## config.mk

```make
export PLATFORM = sky130hd
export DESIGN_NAME = bsq_sequencer
export DESIGN_NICKNAME = d
export VERILOG_FILES = /design/src/pkg/bsq_pkg.sv /design/src/bsq_timer.sv /design/src/bsq_sequencer.sv
export SDC_FILE = /design/constraint.sdc
export NUM_CORES = 1
export LEC_CHECK = 0
export BUFFER_PORTS_ARGS = -buffer_cell sky130_fd_sc_hd__buf_4
export CORE_AREA = 4 4 93 95
export CTS_CLUSTER_SIZE = 14
export DETAILED_ROUTE_END_ITERATION = 6
export DIE_AREA = 0 0 97 99
export PLACE_DENSITY = 0.59
export SLEW_MARGIN = 30
export SYNTH_ARGS = -nofsm -noshare
export SYNTH_HDL_FRONTEND = slang
export SYNTH_SLANG_ARGS = --single-unit
export TNS_END_PERCENT = 1
```

## constraint.sdc

```tcl
create_clock -name I_CLK -period 3.2 [get_ports I_CLK]
set_input_delay 0.96 -clock I_CLK [delete_from_list [all_inputs] [get_ports I_CLK]]
set_output_delay 0.96 -clock I_CLK [all_outputs]
set_load 0.005 [all_outputs]
```

## src/pkg/bsq_pkg.sv

```systemverilog
// Constants, types and register map of the brown-out and start-up reset
// sequencer. Assumes one 50 MHz system clock and static configuration.
package bsq_pkg;

    // System clock period
    localparam int CLK_NS = 20;

    // Register offsets and field positions
    localparam logic [1:0] CTRL_OFS = 2'h0;
    localparam logic [1:0] STAT_OFS = 2'h1;
    localparam int SOFT_BOR_BIT = 6;
    localparam int POWERON_FLAG_BIT = 1;
    localparam int BROWNOUT_FLAG_BIT = 0;
    localparam int STAT_BOR_BIT = 3;
    localparam int STAT_LOW_BIT = 4;
    localparam int STAT_RST_BIT = 5;
    localparam int STAT_WAKE_BIT = 6;

    // Reset values of the control fields
    localparam logic SOFT_BOR_RST = 1'b1;
    localparam logic POWERON_FLAG_RST = 1'b0;
    localparam logic BROWNOUT_FLAG_RST = 1'b0;

    // Brown-out enable settings
    localparam logic [1:0] BOR_OFF = 2'h0;
    localparam logic [1:0] BOR_SOFT = 2'h1;
    localparam logic [1:0] BOR_NO_SLEEP = 2'h2;
    localparam logic [1:0] BOR_ON = 2'h3;

    // Timer widths and counts
    localparam int TMR_W = 17;
    localparam int LOW_W = 8;
    localparam int POWERUP_TIMER_TICKS = 2048;
    localparam int OST_TICKS = 1024;
    localparam int BOR_MIN_NS = 2000;
    localparam int BOR_MIN_CYC = (BOR_MIN_NS + CLK_NS - 1) / CLK_NS;
    localparam int PLL_LOCK_NS = 2000000;
    localparam int PLL_LOCK_CYC = (PLL_LOCK_NS + CLK_NS - 1) / CLK_NS;

    // Oscillator modes
    typedef enum logic [2:0] {
        OSC_LP = 3'h0,
        OSC_XT = 3'h1,
        OSC_HS = 3'h2,
        OSC_HS_CRYSTAL_PLL_MODE = 3'h3,
        OSC_EC = 3'h4,
        OSC_RC = 3'h5,
        OSC_INT = 3'h6
    } bsq_osc_t;

    // Sequencer states, Gray coded along the start-up path
    typedef enum logic [2:0] {
        ST_POR = 3'h0,
        ST_POWERUP_TIMER = 3'h1,
        ST_OST = 3'h3,
        ST_PLL = 3'h2,
        ST_DONE = 3'h6,
        ST_BOR = 3'h4
    } bsq_state_t;

    // Configuration fuses as one bundle
    typedef struct packed {
        logic [1:0] bor_enable_config;
        logic [1:0] bor_voltage_select;
        logic powerup_timer_disable_n;
        bsq_osc_t osc_mode;
    } bsq_cfg_t;

endpackage : bsq_pkg

```

## src/bsq_timer.sv

```systemverilog
// Down counter shared by the start-up time-outs.
// Assumes load and tick come from logic on the same clock.
`timescale 1ns/1ps
module bsq_timer (
    input wire logic i_clk,
    input wire logic i_rst,
    input wire logic i_load,
    input wire logic [bsq_pkg::TMR_W-1:0] i_value,
    input wire logic i_tick,
    output logic o_done
);
    logic [bsq_pkg::TMR_W-1:0] cnt_r;

    // Load wins over a tick; count stops at zero
    always_ff @(posedge i_clk or posedge i_rst) begin
        if (i_rst) begin
            cnt_r <= '0;
        end else if (i_load) begin
            cnt_r <= i_value;
        end else if (i_tick && cnt_r != '0) begin
            cnt_r <= cnt_r - 1'b1;
        end
    end

    // Done once the count has run down; kept free of the load, which the
    // sequencer decodes from done, so no combinational loop forms
    assign o_done = cnt_r == '0;
endmodule : bsq_timer

```

## src/bsq_sequencer.sv

```systemverilog
// Brown-out and start-up reset sequencer: brown-out control, power-up
// timer, oscillator start-up timer, PLL lock time-out and core reset.
// Assumes comparator, pins and slow clocks are asynchronous to I_CLK and
// that the configuration bundle is static after power-up.
//
// The placing of the registers and the address-and-strobe port were decided locally.
`timescale 1ns/1ps
module bsq_sequencer #(
    parameter int P_PLL_LOCK_CYC = bsq_pkg::PLL_LOCK_CYC
) (
    input wire logic I_CLK,
    input wire logic I_RST,
    input wire bsq_pkg::bsq_cfg_t I_CFG,
    input wire logic I_POR_PULSE,
    input wire logic I_SUPPLY_LOW,
    input wire logic I_MASTER_CLEAR_N,
    input wire logic I_LFRC_CLK,
    input wire logic I_OSC_IN,
    input wire logic I_SLEEP,
    input wire logic I_PM_EXIT,
    input wire logic [1:0] I_ADDR,
    input wire logic [7:0] I_WDATA,
    input wire logic I_WR,
    input wire logic I_RD,
    output logic [7:0] O_RDATA,
    output logic O_CORE_RST,
    output logic O_EXEC_HOLD,
    output logic O_BOR_ACTIVE,
    output logic [1:0] O_BOR_VSEL
);
    localparam logic [bsq_pkg::TMR_W-1:0] POWERUP_TIMER_VAL =
        bsq_pkg::TMR_W'(bsq_pkg::POWERUP_TIMER_TICKS);
    localparam logic [bsq_pkg::TMR_W-1:0] OST_VAL =
        bsq_pkg::TMR_W'(bsq_pkg::OST_TICKS);
    localparam logic [bsq_pkg::TMR_W-1:0] PLL_VAL =
        bsq_pkg::TMR_W'(P_PLL_LOCK_CYC);
    localparam logic [bsq_pkg::LOW_W-1:0] LOW_MIN =
        bsq_pkg::LOW_W'(bsq_pkg::BOR_MIN_CYC);

    // Crystal modes that need the oscillator start-up timer
    function automatic logic is_crystal(input bsq_pkg::bsq_osc_t m);
        return m == bsq_pkg::OSC_LP || m == bsq_pkg::OSC_XT ||
            m == bsq_pkg::OSC_HS || m == bsq_pkg::OSC_HS_CRYSTAL_PLL_MODE;
    endfunction : is_crystal

    // First timed phase after the pulse or a brown-out ends
    function automatic bsq_pkg::bsq_state_t first_phase(
        input logic powerup_timer_en, input logic xtal);
        if (powerup_timer_en) begin
            return bsq_pkg::ST_POWERUP_TIMER;
        end else if (xtal) begin
            return bsq_pkg::ST_OST;
        end
        return bsq_pkg::ST_DONE;
    endfunction : first_phase

    logic [4:0] sync1_r;
    logic [4:0] sync2_r;
    logic lfrc_d_r;
    logic osc_d_r;
    logic por_s;
    logic low_s;
    logic master_clear_pin_n_s;
    logic lfrc_rise;
    logic osc_rise;
    logic soft_bor_r;
    logic poweron_flag_r;
    logic brownout_flag_r;
    logic [bsq_pkg::LOW_W-1:0] low_cnt_r;
    logic bor_en;
    logic bor_trip;
    logic powerup_timer_en;
    logic xtal;
    logic pll_mode;
    logic soft_mode;
    bsq_pkg::bsq_state_t state_r;
    bsq_pkg::bsq_state_t state_nxt;
    logic wake_r;
    logic tmr_load;
    logic tmr_tick;
    logic tmr_done;
    logic [bsq_pkg::TMR_W-1:0] tmr_value;
    logic core_rst_nxt;

    // Two-stage synchronisers for pins, comparator and slow clocks
    always_ff @(posedge I_CLK or posedge I_RST) begin
        if (I_RST) begin
            sync1_r <= 5'h01;
            sync2_r <= 5'h01;
        end else begin
            sync1_r <= {I_OSC_IN, I_LFRC_CLK, I_MASTER_CLEAR_N,
                I_SUPPLY_LOW, I_POR_PULSE};
            sync2_r <= sync1_r;
        end
    end

    // Edge detectors on the synchronised slow clocks
    always_ff @(posedge I_CLK or posedge I_RST) begin
        if (I_RST) begin
            lfrc_d_r <= 1'b0;
            osc_d_r <= 1'b0;
        end else begin
            lfrc_d_r <= sync2_r[3];
            osc_d_r <= sync2_r[4];
        end
    end

    assign por_s = sync2_r[0];
    assign low_s = sync2_r[1];
    assign master_clear_pin_n_s = sync2_r[2];
    assign lfrc_rise = sync2_r[3] && !lfrc_d_r;
    assign osc_rise = sync2_r[4] && !osc_d_r;

    // Configuration decode
    assign soft_mode = I_CFG.bor_enable_config == bsq_pkg::BOR_SOFT;
    assign powerup_timer_en = !I_CFG.powerup_timer_disable_n;
    assign xtal = is_crystal(I_CFG.osc_mode);
    assign pll_mode = I_CFG.osc_mode == bsq_pkg::OSC_HS_CRYSTAL_PLL_MODE;

    // Brown-out enable per fuse setting
    always_comb begin
        unique case (I_CFG.bor_enable_config)
            bsq_pkg::BOR_OFF: bor_en = 1'b0;
            bsq_pkg::BOR_SOFT: bor_en = soft_bor_r;
            bsq_pkg::BOR_NO_SLEEP: bor_en = !I_SLEEP;
            bsq_pkg::BOR_ON: bor_en = 1'b1;
        endcase
    end

    // Low-supply duration count; trips past the minimum time
    always_ff @(posedge I_CLK or posedge I_RST) begin
        if (I_RST) begin
            low_cnt_r <= '0;
        end else if (!(low_s && bor_en)) begin
            low_cnt_r <= '0;
        end else if (low_cnt_r != LOW_MIN) begin
            low_cnt_r <= low_cnt_r + 1'b1;
        end
    end

    assign bor_trip = low_s && bor_en && low_cnt_r == LOW_MIN;

    // Next state of the reset sequence
    always_comb begin
        state_nxt = state_r;
        if (por_s) begin
            state_nxt = bsq_pkg::ST_POR;
        end else if (bor_trip && state_r != bsq_pkg::ST_BOR) begin
            state_nxt = bsq_pkg::ST_BOR;
        end else begin
            unique case (state_r)
                bsq_pkg::ST_POR: begin
                    state_nxt = first_phase(powerup_timer_en, xtal);
                end
                bsq_pkg::ST_BOR: begin
                    if (!low_s) begin
                        state_nxt = first_phase(powerup_timer_en, xtal);
                    end
                end
                bsq_pkg::ST_POWERUP_TIMER: begin
                    if (tmr_done) begin
                        state_nxt = xtal ? bsq_pkg::ST_OST
                            : bsq_pkg::ST_DONE;
                    end
                end
                bsq_pkg::ST_OST: begin
                    if (tmr_done) begin
                        state_nxt = pll_mode ? bsq_pkg::ST_PLL
                            : bsq_pkg::ST_DONE;
                    end
                end
                bsq_pkg::ST_PLL: begin
                    if (tmr_done) begin
                        state_nxt = bsq_pkg::ST_DONE;
                    end
                end
                bsq_pkg::ST_DONE: begin
                    if (I_PM_EXIT && xtal) begin
                        state_nxt = bsq_pkg::ST_OST;
                    end
                end
                default: state_nxt = bsq_pkg::ST_POR;
            endcase
        end
    end

    // Sequence state
    always_ff @(posedge I_CLK or posedge I_RST) begin
        if (I_RST) begin
            state_r <= bsq_pkg::ST_POR;
        end else begin
            state_r <= state_nxt;
        end
    end

    // Wake marks an oscillator wait that holds execution, not reset
    always_ff @(posedge I_CLK or posedge I_RST) begin
        if (I_RST) begin
            wake_r <= 1'b0;
        end else if (state_nxt == bsq_pkg::ST_DONE ||
            state_nxt == bsq_pkg::ST_POR || state_nxt == bsq_pkg::ST_BOR) begin
            wake_r <= 1'b0;
        end else if (state_r == bsq_pkg::ST_DONE &&
            state_nxt == bsq_pkg::ST_OST) begin
            wake_r <= 1'b1;
        end
    end

    // Timer reloads on every phase change, ticking from the phase source
    assign tmr_load = state_nxt != state_r;
    always_comb begin
        tmr_value = '0;
        tmr_tick = 1'b0;
        unique case (state_nxt)
            bsq_pkg::ST_POWERUP_TIMER: tmr_value = POWERUP_TIMER_VAL;
            bsq_pkg::ST_OST: tmr_value = OST_VAL;
            bsq_pkg::ST_PLL: tmr_value = PLL_VAL;
            default: tmr_value = '0;
        endcase
        unique case (state_r)
            bsq_pkg::ST_POWERUP_TIMER: tmr_tick = lfrc_rise;
            bsq_pkg::ST_OST: tmr_tick = osc_rise;
            bsq_pkg::ST_PLL: tmr_tick = 1'b1;
            default: tmr_tick = 1'b0;
        endcase
    end

    bsq_timer u_timer (
        .i_clk(I_CLK),
        .i_rst(I_RST),
        .i_load(tmr_load),
        .i_value(tmr_value),
        .i_tick(tmr_tick),
        .o_done(tmr_done)
    );

    // Core reset ignores the pin in start-up timing; in wake waits and after the end the pin alone sets it
    assign core_rst_nxt = !master_clear_pin_n_s || (state_r != bsq_pkg::ST_DONE &&
        !wake_r);

    // Registered outputs toward the core and the comparator
    always_ff @(posedge I_CLK or posedge I_RST) begin
        if (I_RST) begin
            O_CORE_RST <= 1'b1;
            O_EXEC_HOLD <= 1'b1;
            O_BOR_ACTIVE <= 1'b0;
            O_BOR_VSEL <= 2'h0;
        end else begin
            O_CORE_RST <= core_rst_nxt;
            O_EXEC_HOLD <= core_rst_nxt || state_r != bsq_pkg::ST_DONE;
            O_BOR_ACTIVE <= bor_en;
            O_BOR_VSEL <= I_CFG.bor_voltage_select;
        end
    end

    // Soft brown-out enable: power-on value follows the fuse setting
    always_ff @(posedge I_CLK or posedge I_RST) begin
        if (I_RST) begin
            soft_bor_r <= bsq_pkg::SOFT_BOR_RST;
        end else if (por_s) begin
            soft_bor_r <= soft_mode;
        end else if (I_WR && I_ADDR == bsq_pkg::CTRL_OFS && soft_mode) begin
            soft_bor_r <= I_WDATA[bsq_pkg::SOFT_BOR_BIT];
        end
    end

    // Power-on flag: hardware clear beats a software set
    always_ff @(posedge I_CLK or posedge I_RST) begin
        if (I_RST) begin
            poweron_flag_r <= bsq_pkg::POWERON_FLAG_RST;
        end else if (por_s) begin
            poweron_flag_r <= 1'b0;
        end else if (I_WR && I_ADDR == bsq_pkg::CTRL_OFS) begin
            poweron_flag_r <= I_WDATA[bsq_pkg::POWERON_FLAG_BIT];
        end
    end

    // Brown-out flag: cleared by trips and power-on, set by software
    always_ff @(posedge I_CLK or posedge I_RST) begin
        if (I_RST) begin
            brownout_flag_r <= bsq_pkg::BROWNOUT_FLAG_RST;
        end else if (por_s || bor_trip) begin
            brownout_flag_r <= 1'b0;
        end else if (I_WR && I_ADDR == bsq_pkg::CTRL_OFS) begin
            brownout_flag_r <= I_WDATA[bsq_pkg::BROWNOUT_FLAG_BIT];
        end
    end

    // Read data, valid the cycle after the read strobe only
    always_ff @(posedge I_CLK or posedge I_RST) begin
        if (I_RST) begin
            O_RDATA <= 8'h00;
        end else begin
            O_RDATA <= 8'h00;
            if (I_RD && I_ADDR == bsq_pkg::CTRL_OFS) begin
                O_RDATA[bsq_pkg::SOFT_BOR_BIT] <=
                    soft_bor_r && soft_mode;
                O_RDATA[bsq_pkg::POWERON_FLAG_BIT] <= poweron_flag_r;
                O_RDATA[bsq_pkg::BROWNOUT_FLAG_BIT] <= brownout_flag_r;
            end else if (I_RD && I_ADDR == bsq_pkg::STAT_OFS) begin
                O_RDATA[2:0] <= state_r;
                O_RDATA[bsq_pkg::STAT_BOR_BIT] <= bor_en;
                O_RDATA[bsq_pkg::STAT_LOW_BIT] <= low_s;
                O_RDATA[bsq_pkg::STAT_RST_BIT] <= O_CORE_RST;
                O_RDATA[bsq_pkg::STAT_WAKE_BIT] <= wake_r;
            end
        end
    end

    // Checks on the sequence and register behaviour
    property p_bor_hold;
        @(posedge I_CLK) disable iff (I_RST)
        (state_r == bsq_pkg::ST_BOR && low_s) |=>
            (state_r == bsq_pkg::ST_BOR || state_r == bsq_pkg::ST_POR);
    endproperty
    a_bor_hold: assert property (p_bor_hold)
        else $error("brown-out state left while supply low");

    property p_trip;
        @(posedge I_CLK) disable iff (I_RST)
        bor_trip |=> (state_r == bsq_pkg::ST_BOR ||
            state_r == bsq_pkg::ST_POR) ##1 !brownout_flag_r;
    endproperty
    a_trip: assert property (p_trip)
        else $error("brown-out trip did not reset");

    property p_off;
        @(posedge I_CLK) disable iff (I_RST)
        (I_CFG.bor_enable_config == bsq_pkg::BOR_OFF)[*2] |->
            !O_BOR_ACTIVE && !bor_trip;
    endproperty
    a_off: assert property (p_off)
        else $error("brown-out active while disabled");

    property p_soft_read;
        @(posedge I_CLK) disable iff (I_RST)
        (I_RD && I_ADDR == bsq_pkg::CTRL_OFS && !soft_mode) |=>
            !O_RDATA[bsq_pkg::SOFT_BOR_BIT];
    endproperty
    a_soft_read: assert property (p_soft_read)
        else $error("soft enable read nonzero outside soft mode");

    property p_por_flag;
        @(posedge I_CLK) disable iff (I_RST)
        (por_s && !$past(I_RST)) |=> !poweron_flag_r && !brownout_flag_r &&
            soft_bor_r == $past(soft_mode);
    endproperty
    a_por_flag: assert property (p_por_flag)
        else $error("power-on did not clear flags");

    property p_core_rst;
        @(posedge I_CLK) disable iff (I_RST)
        (!master_clear_pin_n_s || (state_r != bsq_pkg::ST_DONE && !wake_r)) |=>
            O_CORE_RST;
    endproperty
    a_core_rst: assert property (p_core_rst)
        else $error("core reset released early");

    property p_no_timeout;
        @(posedge I_CLK) disable iff (I_RST)
        (state_r == bsq_pkg::ST_POR && !por_s && !powerup_timer_en && !xtal &&
            !bor_trip) |=> state_r == bsq_pkg::ST_DONE;
    endproperty
    a_no_timeout: assert property (p_no_timeout)
        else $error("time-out applied without timers");

    property p_powerup_timer_first;
        @(posedge I_CLK) disable iff (I_RST)
        (state_r == bsq_pkg::ST_POR && !por_s && powerup_timer_en && !bor_trip) |=>
            state_r == bsq_pkg::ST_POWERUP_TIMER ##1 !tmr_done;
    endproperty
    a_powerup_timer_first: assert property (p_powerup_timer_first)
        else $error("power-up timer not started after pulse");

    property p_vsel;
        @(posedge I_CLK) disable iff (I_RST)
        !$past(I_RST) |-> O_BOR_VSEL == $past(I_CFG.bor_voltage_select);
    endproperty
    a_vsel: assert property (p_vsel)
        else $error("trip level differs from fuse");

    property p_master_clear_pin_late;
        @(posedge I_CLK) disable iff (I_RST)
        (state_r == bsq_pkg::ST_DONE && master_clear_pin_n_s && !tmr_load) |=>
            !O_CORE_RST;
    endproperty
    a_master_clear_pin_late: assert property (p_master_clear_pin_late)
        else $error("late pin release did not start at once");

endmodule : bsq_sequencer

```

; Word level (Yosys, flattened, before mapping)
; Index checks and enable logic that the tools add are counted.
[totals]
output_inout_bits = 13
register_bits = 56
word_cells = 122
[op_classes]
n_mux = 42
n_eq_ne = 23
n_reduce_logical = 39
add_sub_neg = 2
[ops]
columns = op, n
row1 = $pmux W17 S3, 1
row2 = $mux W3, 13
row3 = $mux W17, 2
row4 = $eq A3 B2 Y1 const B, 6
row5 = $mux W1, 18
row6 = $pmux W3 S6, 1
row7 = $logic_not A17 Y1, 1
row8 = $reduce_bool A17 Y1, 1
row9 = $sub A17 B1 Y17 const B, 1
row10 = $mux W8, 2
row11 = $logic_and A1 B1 Y1, 14
row12 = $eq A3 B3 Y1 const B, 4
row13 = $reduce_bool A2 Y1, 5
row14 = $eq A3 B1 Y1 const B, 3
row15 = $logic_not A3 Y1, 3
row16 = $add A8 B1 Y8 const B, 1
row17 = $eq A8 B7 Y1 const B, 1
row18 = $logic_or A1 B1 Y1, 8
row19 = $ne A8 B7 Y1 const B, 1
row20 = $mux W7, 1
row21 = $ne A3 B3 Y1 const B, 2
row22 = $logic_not A1 Y1, 5
row23 = $eq A2 B1 Y1 const B, 2
row24 = $eq A2 B2 Y1 const B, 2
row25 = other kinds (7), 8

; Logic depth before layout (Yosys ltp)
; Gate-level depths: netlist of run 1.
[depth]
ltp_word = 19
mapped_depth = 10

; Hierarchy
; From an unflattened synthesis of run 1, not the netlist that was laid out.
[unflattened]
hier_cells = 285
hier_area_um2 = 2927.8
[modules_own_cells]
columns = module, area_each_um2, cells_each, n_inst, seq_area_each_um2
row1 = bsq_sequencer, 1773.0, 147, 1, 982.2
row2 = bsq_timer, 1154.9, 138, 1, 425.4

; Least setup slack after synthesis of run 1
; Ideal clock, no wire load.
[synth_timing]
path_kind = input to register
start = in I_CFG[3] (netlist bit)
end = reg u_timer.cnt_r[1] (netlist bit)
t_arrival_ns = 2.560
setup_time_ns = 0.094
cell_stages = 7
setup_slack_ns = 0.545
path_cell_list = mux2_2 -> nand2_1 -> a21oi_1 -> a2111oi_1 -> o211ai_4 -> buf_6 -> a211oi_1
[synth_via]
elab_chain_len = 12
[synth_rtl]
columns = element, line
row1 = from (decl), bsq_sequencer.sv:13  ; input wire bsq_pkg::bsq_cfg_t I_CFG,
row2 = $mux W1, bsq_sequencer.sv:49  ; if (powerup_timer_en) begin
row3 = $mux W1, bsq_sequencer.sv:156  ; if (!low_s) begin
row4 = $mux W1, bsq_sequencer.sv:151  ; unique case (state_r)
row5 = $mux W1, bsq_sequencer.sv:148  ; end else if (bor_trip && state_r != bsq_pkg::ST_BOR) begin
row6 = $mux W1, bsq_sequencer.sv:146  ; if (por_s) begin
row7 = $mux W3, bsq_sequencer.sv:54  ; return bsq_pkg::ST_DONE;
row8 = $mux W3, bsq_sequencer.sv:156
row9 = $pmux W3 S6 (*), bsq_sequencer.sv:151
row10 = $mux W3 (*), bsq_sequencer.sv:148
row11 = $mux W3 (*), bsq_sequencer.sv:146
row12 = $ne A3 B3 Y1 (*), bsq_sequencer.sv:210  ; assign tmr_load = state_nxt != state_r;
row13 = $mux W17 or $reduce_bool A2 Y1 (tied branches), --
row14 = to (signal assigned), bsq_timer.sv:19  ; cnt_r <= i_value;
row15 = to (signal assigned), bsq_timer.sv:21  ; cnt_r <= cnt_r - 1'b1;
row16 = to (decl), bsq_timer.sv:12  ; logic [bsq_pkg::TMR_W-1:0] cnt_r;
; Mark *: on every way between the ends. The rest lies on a longest branch, timed or not. The select of a mux whose other input is x is not followed.
; A chain may end at the register's enable or synchronous reset.

; Worst setup path after layout of run 1
[layout_timing]
start = reg u_timer.cnt_r[0] (netlist bit)
end = reg u_timer.cnt_r[1] (netlist bit)
[layout_via]
elab_chain_len = 7
[layout_rtl]
columns = element, line
row1 = $logic_not A17 Y1, bsq_timer.sv:27  ; assign o_done = cnt_r == '0;
row2 = $mux W3 (on tied branches), "bsq_sequencer.sv:173, bsq_sequencer.sv:161, bsq_sequencer.sv:167"
row3 = $pmux W3 S6, bsq_sequencer.sv:151
row4 = $mux W3, bsq_sequencer.sv:148
row5 = $mux W3, bsq_sequencer.sv:146
row6 = $ne A3 B3 Y1, bsq_sequencer.sv:210
row7 = $mux W17 or $reduce_bool A2 Y1 (tied branches), --
; Parallel ways exist; a longest one is shown, timed or not. The select of a mux whose other input is x is not followed.

==> results of run 1 <==
## state kept, by name, indices dropped and copies added, names as in the netlist
| signal | cells |
|---|---|
| u_timer.cnt_r | 17 |
| low_cnt_r | 8 |
| poweron_flag_r | 1 |
| osc_d_r | 1 |
| O_EXEC_HOLD | 1 |
| lfrc_d_r | 1 |
| wake_r | 1 |
| sync2_r | 5 |
| soft_bor_r | 1 |
| O_BOR_ACTIVE | 1 |
| sync1_r | 5 |
| O_BOR_VSEL | 2 |
| state_r | 3 |
| O_RDATA | 7 |
| O_CORE_RST | 1 |
| brownout_flag_r | 1 |
## layout make-up
type / instances / share of cell area [%]
flip-flops and latches: 56 / 43.8
well taps: 102 / 3.97
clock buffers: 8 / 3.12
inverters: 13 / 1.52
multi-input cells: 181 / 37.1
repair buffers: 43 / 10.4
## placed cells by master, fill, tap and decap left out, drive strengths merged, types with 2 or more instances in the layout
master	n
o31ai	3
o21ai	6
nor3b	2
xnor2	14
ha	4
dfrtp	51
nor4	5
dfstp	5
inv	13
buf	43
and2	3
nand2b	6
nand4	3
o311ai	2
nor2b	3
a211o	2
mux2i	12
nor3	13
nand2	15
clkbuf	8
or4	3
xor2	5
a21oi	11
nor2	33
a211oi	2
o211ai	3
or3	3
o22ai	2
and3	7
nand3	3
## worst max-delay path: cells and delay by family, from the launching register on
family                     cells  cell delay (ps)
and+or+nand+nor                2             1010
muxes                          1              170
adders and majority gates      1              180
DFF                            1              420
AOI/OAI and AO/OA              3              500
buffers and inverters          3              390
## worst paths after layout
| kind | from | endpoint | cells after the start |
|---|---|---|---|
| setup / recovery | u_timer.cnt_r[0] | u_timer.cnt_r[1] | 10 |
| hold / removal | sync1_r[3] | sync2_r[3] | 0 |
| setup reg to reg | u_timer.cnt_r[0] | u_timer.cnt_r[1] | 10 |
| hold reg to reg | sync1_r[3] | sync2_r[3] | 0 |
| max in group asynchronous | I_RST | O_CORE_RST | 3 |
| min in group asynchronous | I_RST | u_timer.cnt_r[16] | 2 |
## power groups by stage
stage | logic (mW) | registers [mW] | clock network, mW
6_report | 0.928 | 0.932 | 0.408
5_1_grt | 1.06 | 0.951 | 0.462
4_1_cts | 0.890 | 0.931 | 0.433
3_5_place_dp | 0.885 | 0.944 | 0
3_3_place_gp | 0.877 | 0.943 | 0
2_1_floorplan | 0.740 | 0.893 | 0
## through the flow
step / instance area [um2] / utilization [%] / setup WS (ps) / total power [mW]
global route: 3210 / 41.6 / 182 / 2.47
detailed placement: 3090 / 39.9 / 241 / 1.83
finish: 3210 / 41.6 / 375 / 2.27
floorplan: 2700 / - / 545 / 1.63
global placement: 3090 / 39.9 / 273 / 1.82
CTS: 3190 / 41.2 / 194 / 2.25
## logic make-up after synthesis
| family | count (synthesis) |
|---|---|
| XOR/XNOR | 19 |
| multiplexers | 13 |
| flip-flops | 56 |
| AO/OA/AOI/OAI | 39 |
| buffers and inverters | 22 |
| other | 1 |
| adder cells (fa/ha/maj) | 4 |
| AND/OR/NAND/NOR | 105 |
## metal layers
metal	wire length, um	part of all wire, %	global-route usage (%)
met1	2520	48	16.4
met4	47	0.89	2.70
met2	2400	45	18.6
met3	316	6.0	3.54
met5	0	0	0
==> impl_metrics.py, run 1 <==
metrics = {
    "power": {
        "comb_power_share_pct": 40.9,
        "p_int_mw": 1.43,
        "sw_frac_of_total_pct": 36.7,
        "p_sw_mw": 0.834,
        "p_leak_nw": 1.44,
        "power.share.clock_pct": 18.0,
        "power_per_cell_area_nw_per_um2": 706,
        "seq_power_share_pct": 41.1,
        "irDropWorstVdd_mv": 0.356,
    },
    "route": {
        "detail_route.wl_per_cell_um": 13.1,
        "viasPerCell": 4.82,
        "num_vias": 1942,
        "residual_antenna_violating_net_count_after_detailed_routing": 0,
        "drt_iter0_drc": 73,
        "drc": 0,
        "wirelength_um": 5280,
        "drt_first_pass_iters": 4,
    },
    "timing": {
        "fin_setup_tns_ps": 0,
        "timing_worst_slew_pin_value_ps": 651,
        "finalCriticalPeriod_ps": 2830,
        "timing.hold.ws_ps": 355,
        "timing_max_transition_violations_final": 0,
        "finalSetupViolCount": 0,
        "rsz0062_at_grt": "no",
        "slew-limit-headroom_pct": 56.5,
        "timing.final.crit_share_pct": 88.3,
        "achievable_freq_ghz": 0.354,
        "finalHoldViolCount": 0,
        "final.setup_skew_ps": 10.1,
    },
    "clock_network": {
        "cts.sink_count": 56,
        "cts_tree": "yes",
        "cts_buffers": 5,
        "cts_setup_buffers": 0,
        "holdBufCountCts": 0,
        "cts_root_buf": "clkbuf_8",
        "cts.path.max_buffers": 2,
        "clock_latency_ps": 300,
        "cts.clk_slew.worst_paths_ps": 100,
        "cts_max_level": 2,
        "cts_resized": 0,
    },
    "logic_synthesis": {
        "share_of_cell_area_taken_by_muxes_after_synthesis_pct": 4.87,
        "synth_cells": 259,
        "async_flop_share_pct": 100,
        "synth_compound_gate_area_share_pct": 11.1,
        "synth_simple_gate_area_share_pct": 20.1,
        "yosys_register_bits": 56,
        "synth_fa_ha_area_share_pct": 1.86,
        "synth_area_per_cell_um2": 10.4,
        "synth-xor-area-share_pct": 6.17,
        "synthMostInstantiatedCell": "dfrtp_1",
        "synth_top_family_by_area": "simple AND/OR/NAND/NOR gates",
        "synth.net_count": 292,
        "netlist.area_leader.share_pct": 47.3,
        "post-synth-top-area-cell": "dfrtp_1",
        "synth_top_cells_by_count": "51 x dfrtp_1, 33 x nor2_1, 15 x nand2_1",
        "ys.warnings.count": 0,
        "synth.top_cells.by_area": "dfrtp_1 47%, dfstp_2 4.9%, nor2_1 4.6%",
        "count_of_flip_flops_with_a_built_in_enable_after_synthesis": 0,
        "netlist-cell-type-count": 51,
        "seq_area_frac_synth_pct": 52.2,
        "synth-main-ff-cell": "dfrtp_1",
        "synth.cell_area_um2": 2700,
    },
    "finish": {
        "layout-drive-gt1-share_pct": 21.3,
        "multiInputGateArea_um2": 1190,
        "syn_to_final_growth_pct": 19.2,
        "layout.area.seq_um2": 1410,
        "antennaDiodeCount": 0,
        "finish.cell_count_without_fillers": 403,
        "num-nets-final": 333,
        "number_of_fill_cells_in_the_layout": 759,
    },
    "critical_path": {
        "critical-path-max-stage-delay_ps": 560,
        "cp_cell_sequence": "inv_1 -> ha_1 -> or4b_1 -> or4_1 -> o311ai_2 -> mux2i_1 -> o211ai_4 -> buf_12 -> buf_4 -> a211oi_1",
        "worst_ep_required_time_ps": 3370,
        "cp_max_delay_cell": "or4_1",
        "crit_type": "reg2reg",
        "critPathArrivalTime_ps": 2990,
        "endpoint_kind": "flip-flop",
        "path_max_fanout": 16,
        "crit_path_start_kind": "flip-flop",
        "reg2reg_setup_slack_ps": 370,
    },
    "status": {
        "run_status": "completed",
    },
    "global_route": {
        "gr-total-overflow": 0,
        "grt_max_degree": 24,
        "vias_in_the_first_global_route": 1930,
        "antenna_violations_before_repair": 0,
        "first_pass_grt_wire_length_um": 9410,
        "groute.usage.overall_pct": 11.9,
    },
    "floorplanning": {
        "placementRows": 32,
        "core_area_um2": 7730,
        "floorplan.initialDensity_pct": 34.9,
        "chip_width_um": 97,
        "height_of_the_chip_um": 99,
        "pin_count": 42,
        "dieArea_um2": 9600,
    },
    "placement": {
        "port_buffers": 35,
        "gp_congestion": 0.801,
        "detailedPlacementHpwl_um": 4000,
        "dpl.cell_count": 393,
    },
    "hold_path": {
        "holdCritPathClass": "reg2reg",
    },
    "job": {
        "drv_cap": 0,
    },
}
Note: power is estimated with default switching activity, not from simulation.
==> run 2, diff against run 1 <==
--- a/config.mk
+++ b/config.mk
@@ -5,12 +5,12 @@
 export SDC_FILE = /design/constraint.sdc
 export NUM_CORES = 1
 export LEC_CHECK = 0
-export BUFFER_PORTS_ARGS = -buffer_cell sky130_fd_sc_hd__buf_4
 export CORE_AREA = 4 4 93 95
 export CTS_CLUSTER_SIZE = 14
 export DETAILED_ROUTE_END_ITERATION = 6
 export DIE_AREA = 0 0 97 99
-export PLACE_DENSITY = 0.59
+export DONT_BUFFER_PORTS = 1
+export PLACE_DENSITY = 0.56
 export SLEW_MARGIN = 30
 export SYNTH_ARGS = -nofsm -noshare
 export SYNTH_HDL_FRONTEND = slang
==> constraint.sdc (replaced) <==
create_clock -name I_CLK -period 2.45 [get_ports I_CLK]
set_input_delay 0.735 -clock I_CLK [delete_from_list [all_inputs] [get_ports I_CLK]]
set_output_delay 0.735 -clock I_CLK [all_outputs]
set_load 0.005 [all_outputs]
==> impl_metrics.py, run 2 (synthesis gave the netlist of run 1 again) <==
metrics = {
    "timing": {
        "finalSetupViolCount": 18,
        "finalHoldViolCount": 0,
        "fin_setup_tns_ps": -2260,
        "rsz0062_at_grt": "yes",
        "achievable_freq_ghz": 0.378,
        "timing.hold.ws_ps": 268,
        "timing_max_transition_violations_final": 0,
        "postLayoutSetupSlackWorst_ps": -195,
        "slew-limit-headroom_pct": 57.9,
        "timing_worst_slew_pin_value_ps": 630,
        "final.setup_skew_ps": 15.9,
        "timing.final.crit_share_pct": 108,
        "finalCriticalPeriod_ps": 2650,
    },
    "route": {
        "drc": 0,
        "num_vias": 2036,
        "drt_iter0_drc": 65,
        "detail_route.wl_per_cell_um": 14.8,
        "wirelength_um": 5990,
        "drt_first_pass_iters": 4,
        "residual_antenna_violating_net_count_after_detailed_routing": 0,
        "viasPerCell": 5.03,
    },
    "critical_path": {
        "endpoint_kind": "flip-flop",
        "worst_ep_required_time_ps": 2660,
        "crit_path_start_kind": "flip-flop",
        "path_max_fanout": 5,
        "worstReg2RegStart": "u_timer.cnt_r[1]",
        "timing.rr.end": "u_timer.cnt_r[11]",
        "cp_max_delay_cell": "or4_4",
        "critPathArrivalTime_ps": 2850,
        "reg2reg_setup_slack_ps": -200,
        "number_of_cells_traversed_by_the_worst_register_to_register_path": 10,
        "cp_cell_sequence": "inv_2 -> ha_4 -> or4b_4 -> or4_4 -> buf_6 -> o211ai_1 -> buf_4 -> nor2_1 -> xnor2_1 -> o22ai_1",
        "crit_type": "reg2reg",
        "critical-path-max-stage-delay_ps": 560,
    },
    "hold_path": {
        "holdCritPathClass": "in2async",
    },
    "placement": {
        "dpl_worst_slack_ps": -307,
        "detailedPlacementHpwl_um": 4330,
        "dpl.cell_count": 394,
        "port_buffers": 0,
        "gp_congestion": 0.811,
        "place_area_um2": 3110,
    },
    "global_route": {
        "grt_max_degree": 22,
        "groute.usage.overall_pct": 12.7,
        "gr-total-overflow": 0,
        "first_pass_grt_wire_length_um": 9860,
        "vias_in_the_first_global_route": 2044,
        "antenna_violations_before_repair": 0,
    },
    "clock_network": {
        "cts_root_buf": "clkbuf_8",
        "cts_tree": "yes",
        "cts_max_level": 2,
        "cts.path.max_buffers": 2,
        "clock_latency_ps": 320,
        "cts.clk_slew.worst_paths_ps": 100,
        "cts_buffers": 5,
        "cts.sink_count": 56,
        "holdBufCountCts": 0,
    },
    "power": {
        "irDropWorstVdd_mv": 0.422,
        "p_leak_nw": 1.48,
        "power_per_cell_area_nw_per_um2": 1080,
        "power.share.clock_pct": 17.4,
        "totalPowerFinal_mw": 3.59,
        "p_int_mw": 2.29,
        "p_sw_mw": 1.30,
        "sw_frac_of_total_pct": 36.2,
        "comb_power_share_pct": 49.7,
        "seq_power_share_pct": 32.9,
    },
    "floorplanning": {
        "placementRows": 32,
        "core_area_um2": 7730,
        "height_of_the_chip_um": 99,
        "dieArea_um2": 9600,
        "pin_count": 42,
        "chip_width_um": 97,
        "floorplan.initialDensity_pct": 34.9,
    },
    "finish": {
        "layout-drive-gt1-share_pct": 25.4,
        "final_common_cell": "dfrtp_1",
        "largest-register": "u_timer.cnt_r",
        "antennaDiodeCount": 0,
        "postLayoutCellArea_um2": 3320,
        "reg_top3": "u_timer.cnt_r: 17 flops, low_cnt_r: 8 flops, O_RDATA: 7 flops",
        "largest_register_ffs": 17,
        "layout.cells.most_common_list": "51 x dfrtp_1, 40 x buf_4, 32 x nor2_1",
        "finish.cell_count_without_fillers": 405,
        "layout.core_utilization_pct": 43.0,
        "num-nets-final": 335,
        "syn_to_final_growth_pct": 23.2,
    },
    "status": {
        "run_status": "finished, violations left",
        "violations": "setup timing",
    },
    "job": {
        "drv_cap": 0,
    },
}
==> run 2: cell types whose count changed in the layout (fill, tap and decap cells not counted), moves of 2 or more <==
cell      previous run  this run
clkbuf_8             7         5
buf_4               42        40
buf_6                0         3
inv_2                1         3
inv_1               12        10
==> run 2: power by group through the flow <==
| stage | sequential (mW) | combinational (mW) | clock, mW |
|---|---|---|---|
| global placement | 1.19 | 1.53 | 0 |
| finish | 1.18 | 1.78 | 0.624 |
| floorplan | 1.17 | 0.966 | 0 |
| global route | 1.20 | 1.94 | 0.690 |
| CTS | 1.18 | 1.63 | 0.653 |
| detailed placement | 1.19 | 1.55 | 0 |
==> run 2: what timing repair did <==
action | CTS | global route
resized for setup | 5 | 12
setup buffers | 1 | 1
endpoints found under the setup margin | 18 | 18
pin swaps | 1 | 4
gates cloned | 0 | 1
==> run 2: cell type report <==
class,count,area (um2)
well taps,102,128
multi-input cells,181,1250
inverters,13,48.8
flip-flops and latches,56,1410
fillers,732,4400
repair buffers,45,379
clock buffers,6,72.6
clock inverters,2,38.8
==> run 2: metal layers <==
metal  part of all wire [%]  vias to the layer above  routed length (um)  global-route usage, %
li1                       -                      985                   -                      -
met1                     46                      995                2780                   16.1
met2                     47                       48                2850                   20.9
met3                    5.0                        8                 299                   3.47
met4                    1.2                        0                  70                   4.43
met5                      0                        -                   0                      0
==> run 2: how the worst max path moves through the flow <==
| stage | startpoint | to | cells after the start |
|---|---|---|---|
| after floorplan | u_timer.cnt_r[0] | u_timer.cnt_r[1] | 10 |
| after global placement | u_timer.cnt_r[1] | u_timer.cnt_r[15] | 10 |
| after detailed placement | u_timer.cnt_r[0] | u_timer.cnt_r[7] | 10 |
| after CTS | u_timer.cnt_r[1] | u_timer.cnt_r[5] | 9 |
| after global routing | u_timer.cnt_r[1] | u_timer.cnt_r[7] | 11 |
| final | u_timer.cnt_r[1] | u_timer.cnt_r[11] | 10 |
==> run 2: worst max-delay path: cells and delay by family (launching register included) <==
family | cells | cell delay, ps
AO/OA/AOI/OAI | 2 | 400
adder cells (fa/ha/maj) | 1 | 140
XOR/XNOR | 1 | 130
flip-flops | 1 | 410
buffers and inverters | 3 | 390
AND/OR/NAND/NOR | 3 | 1070
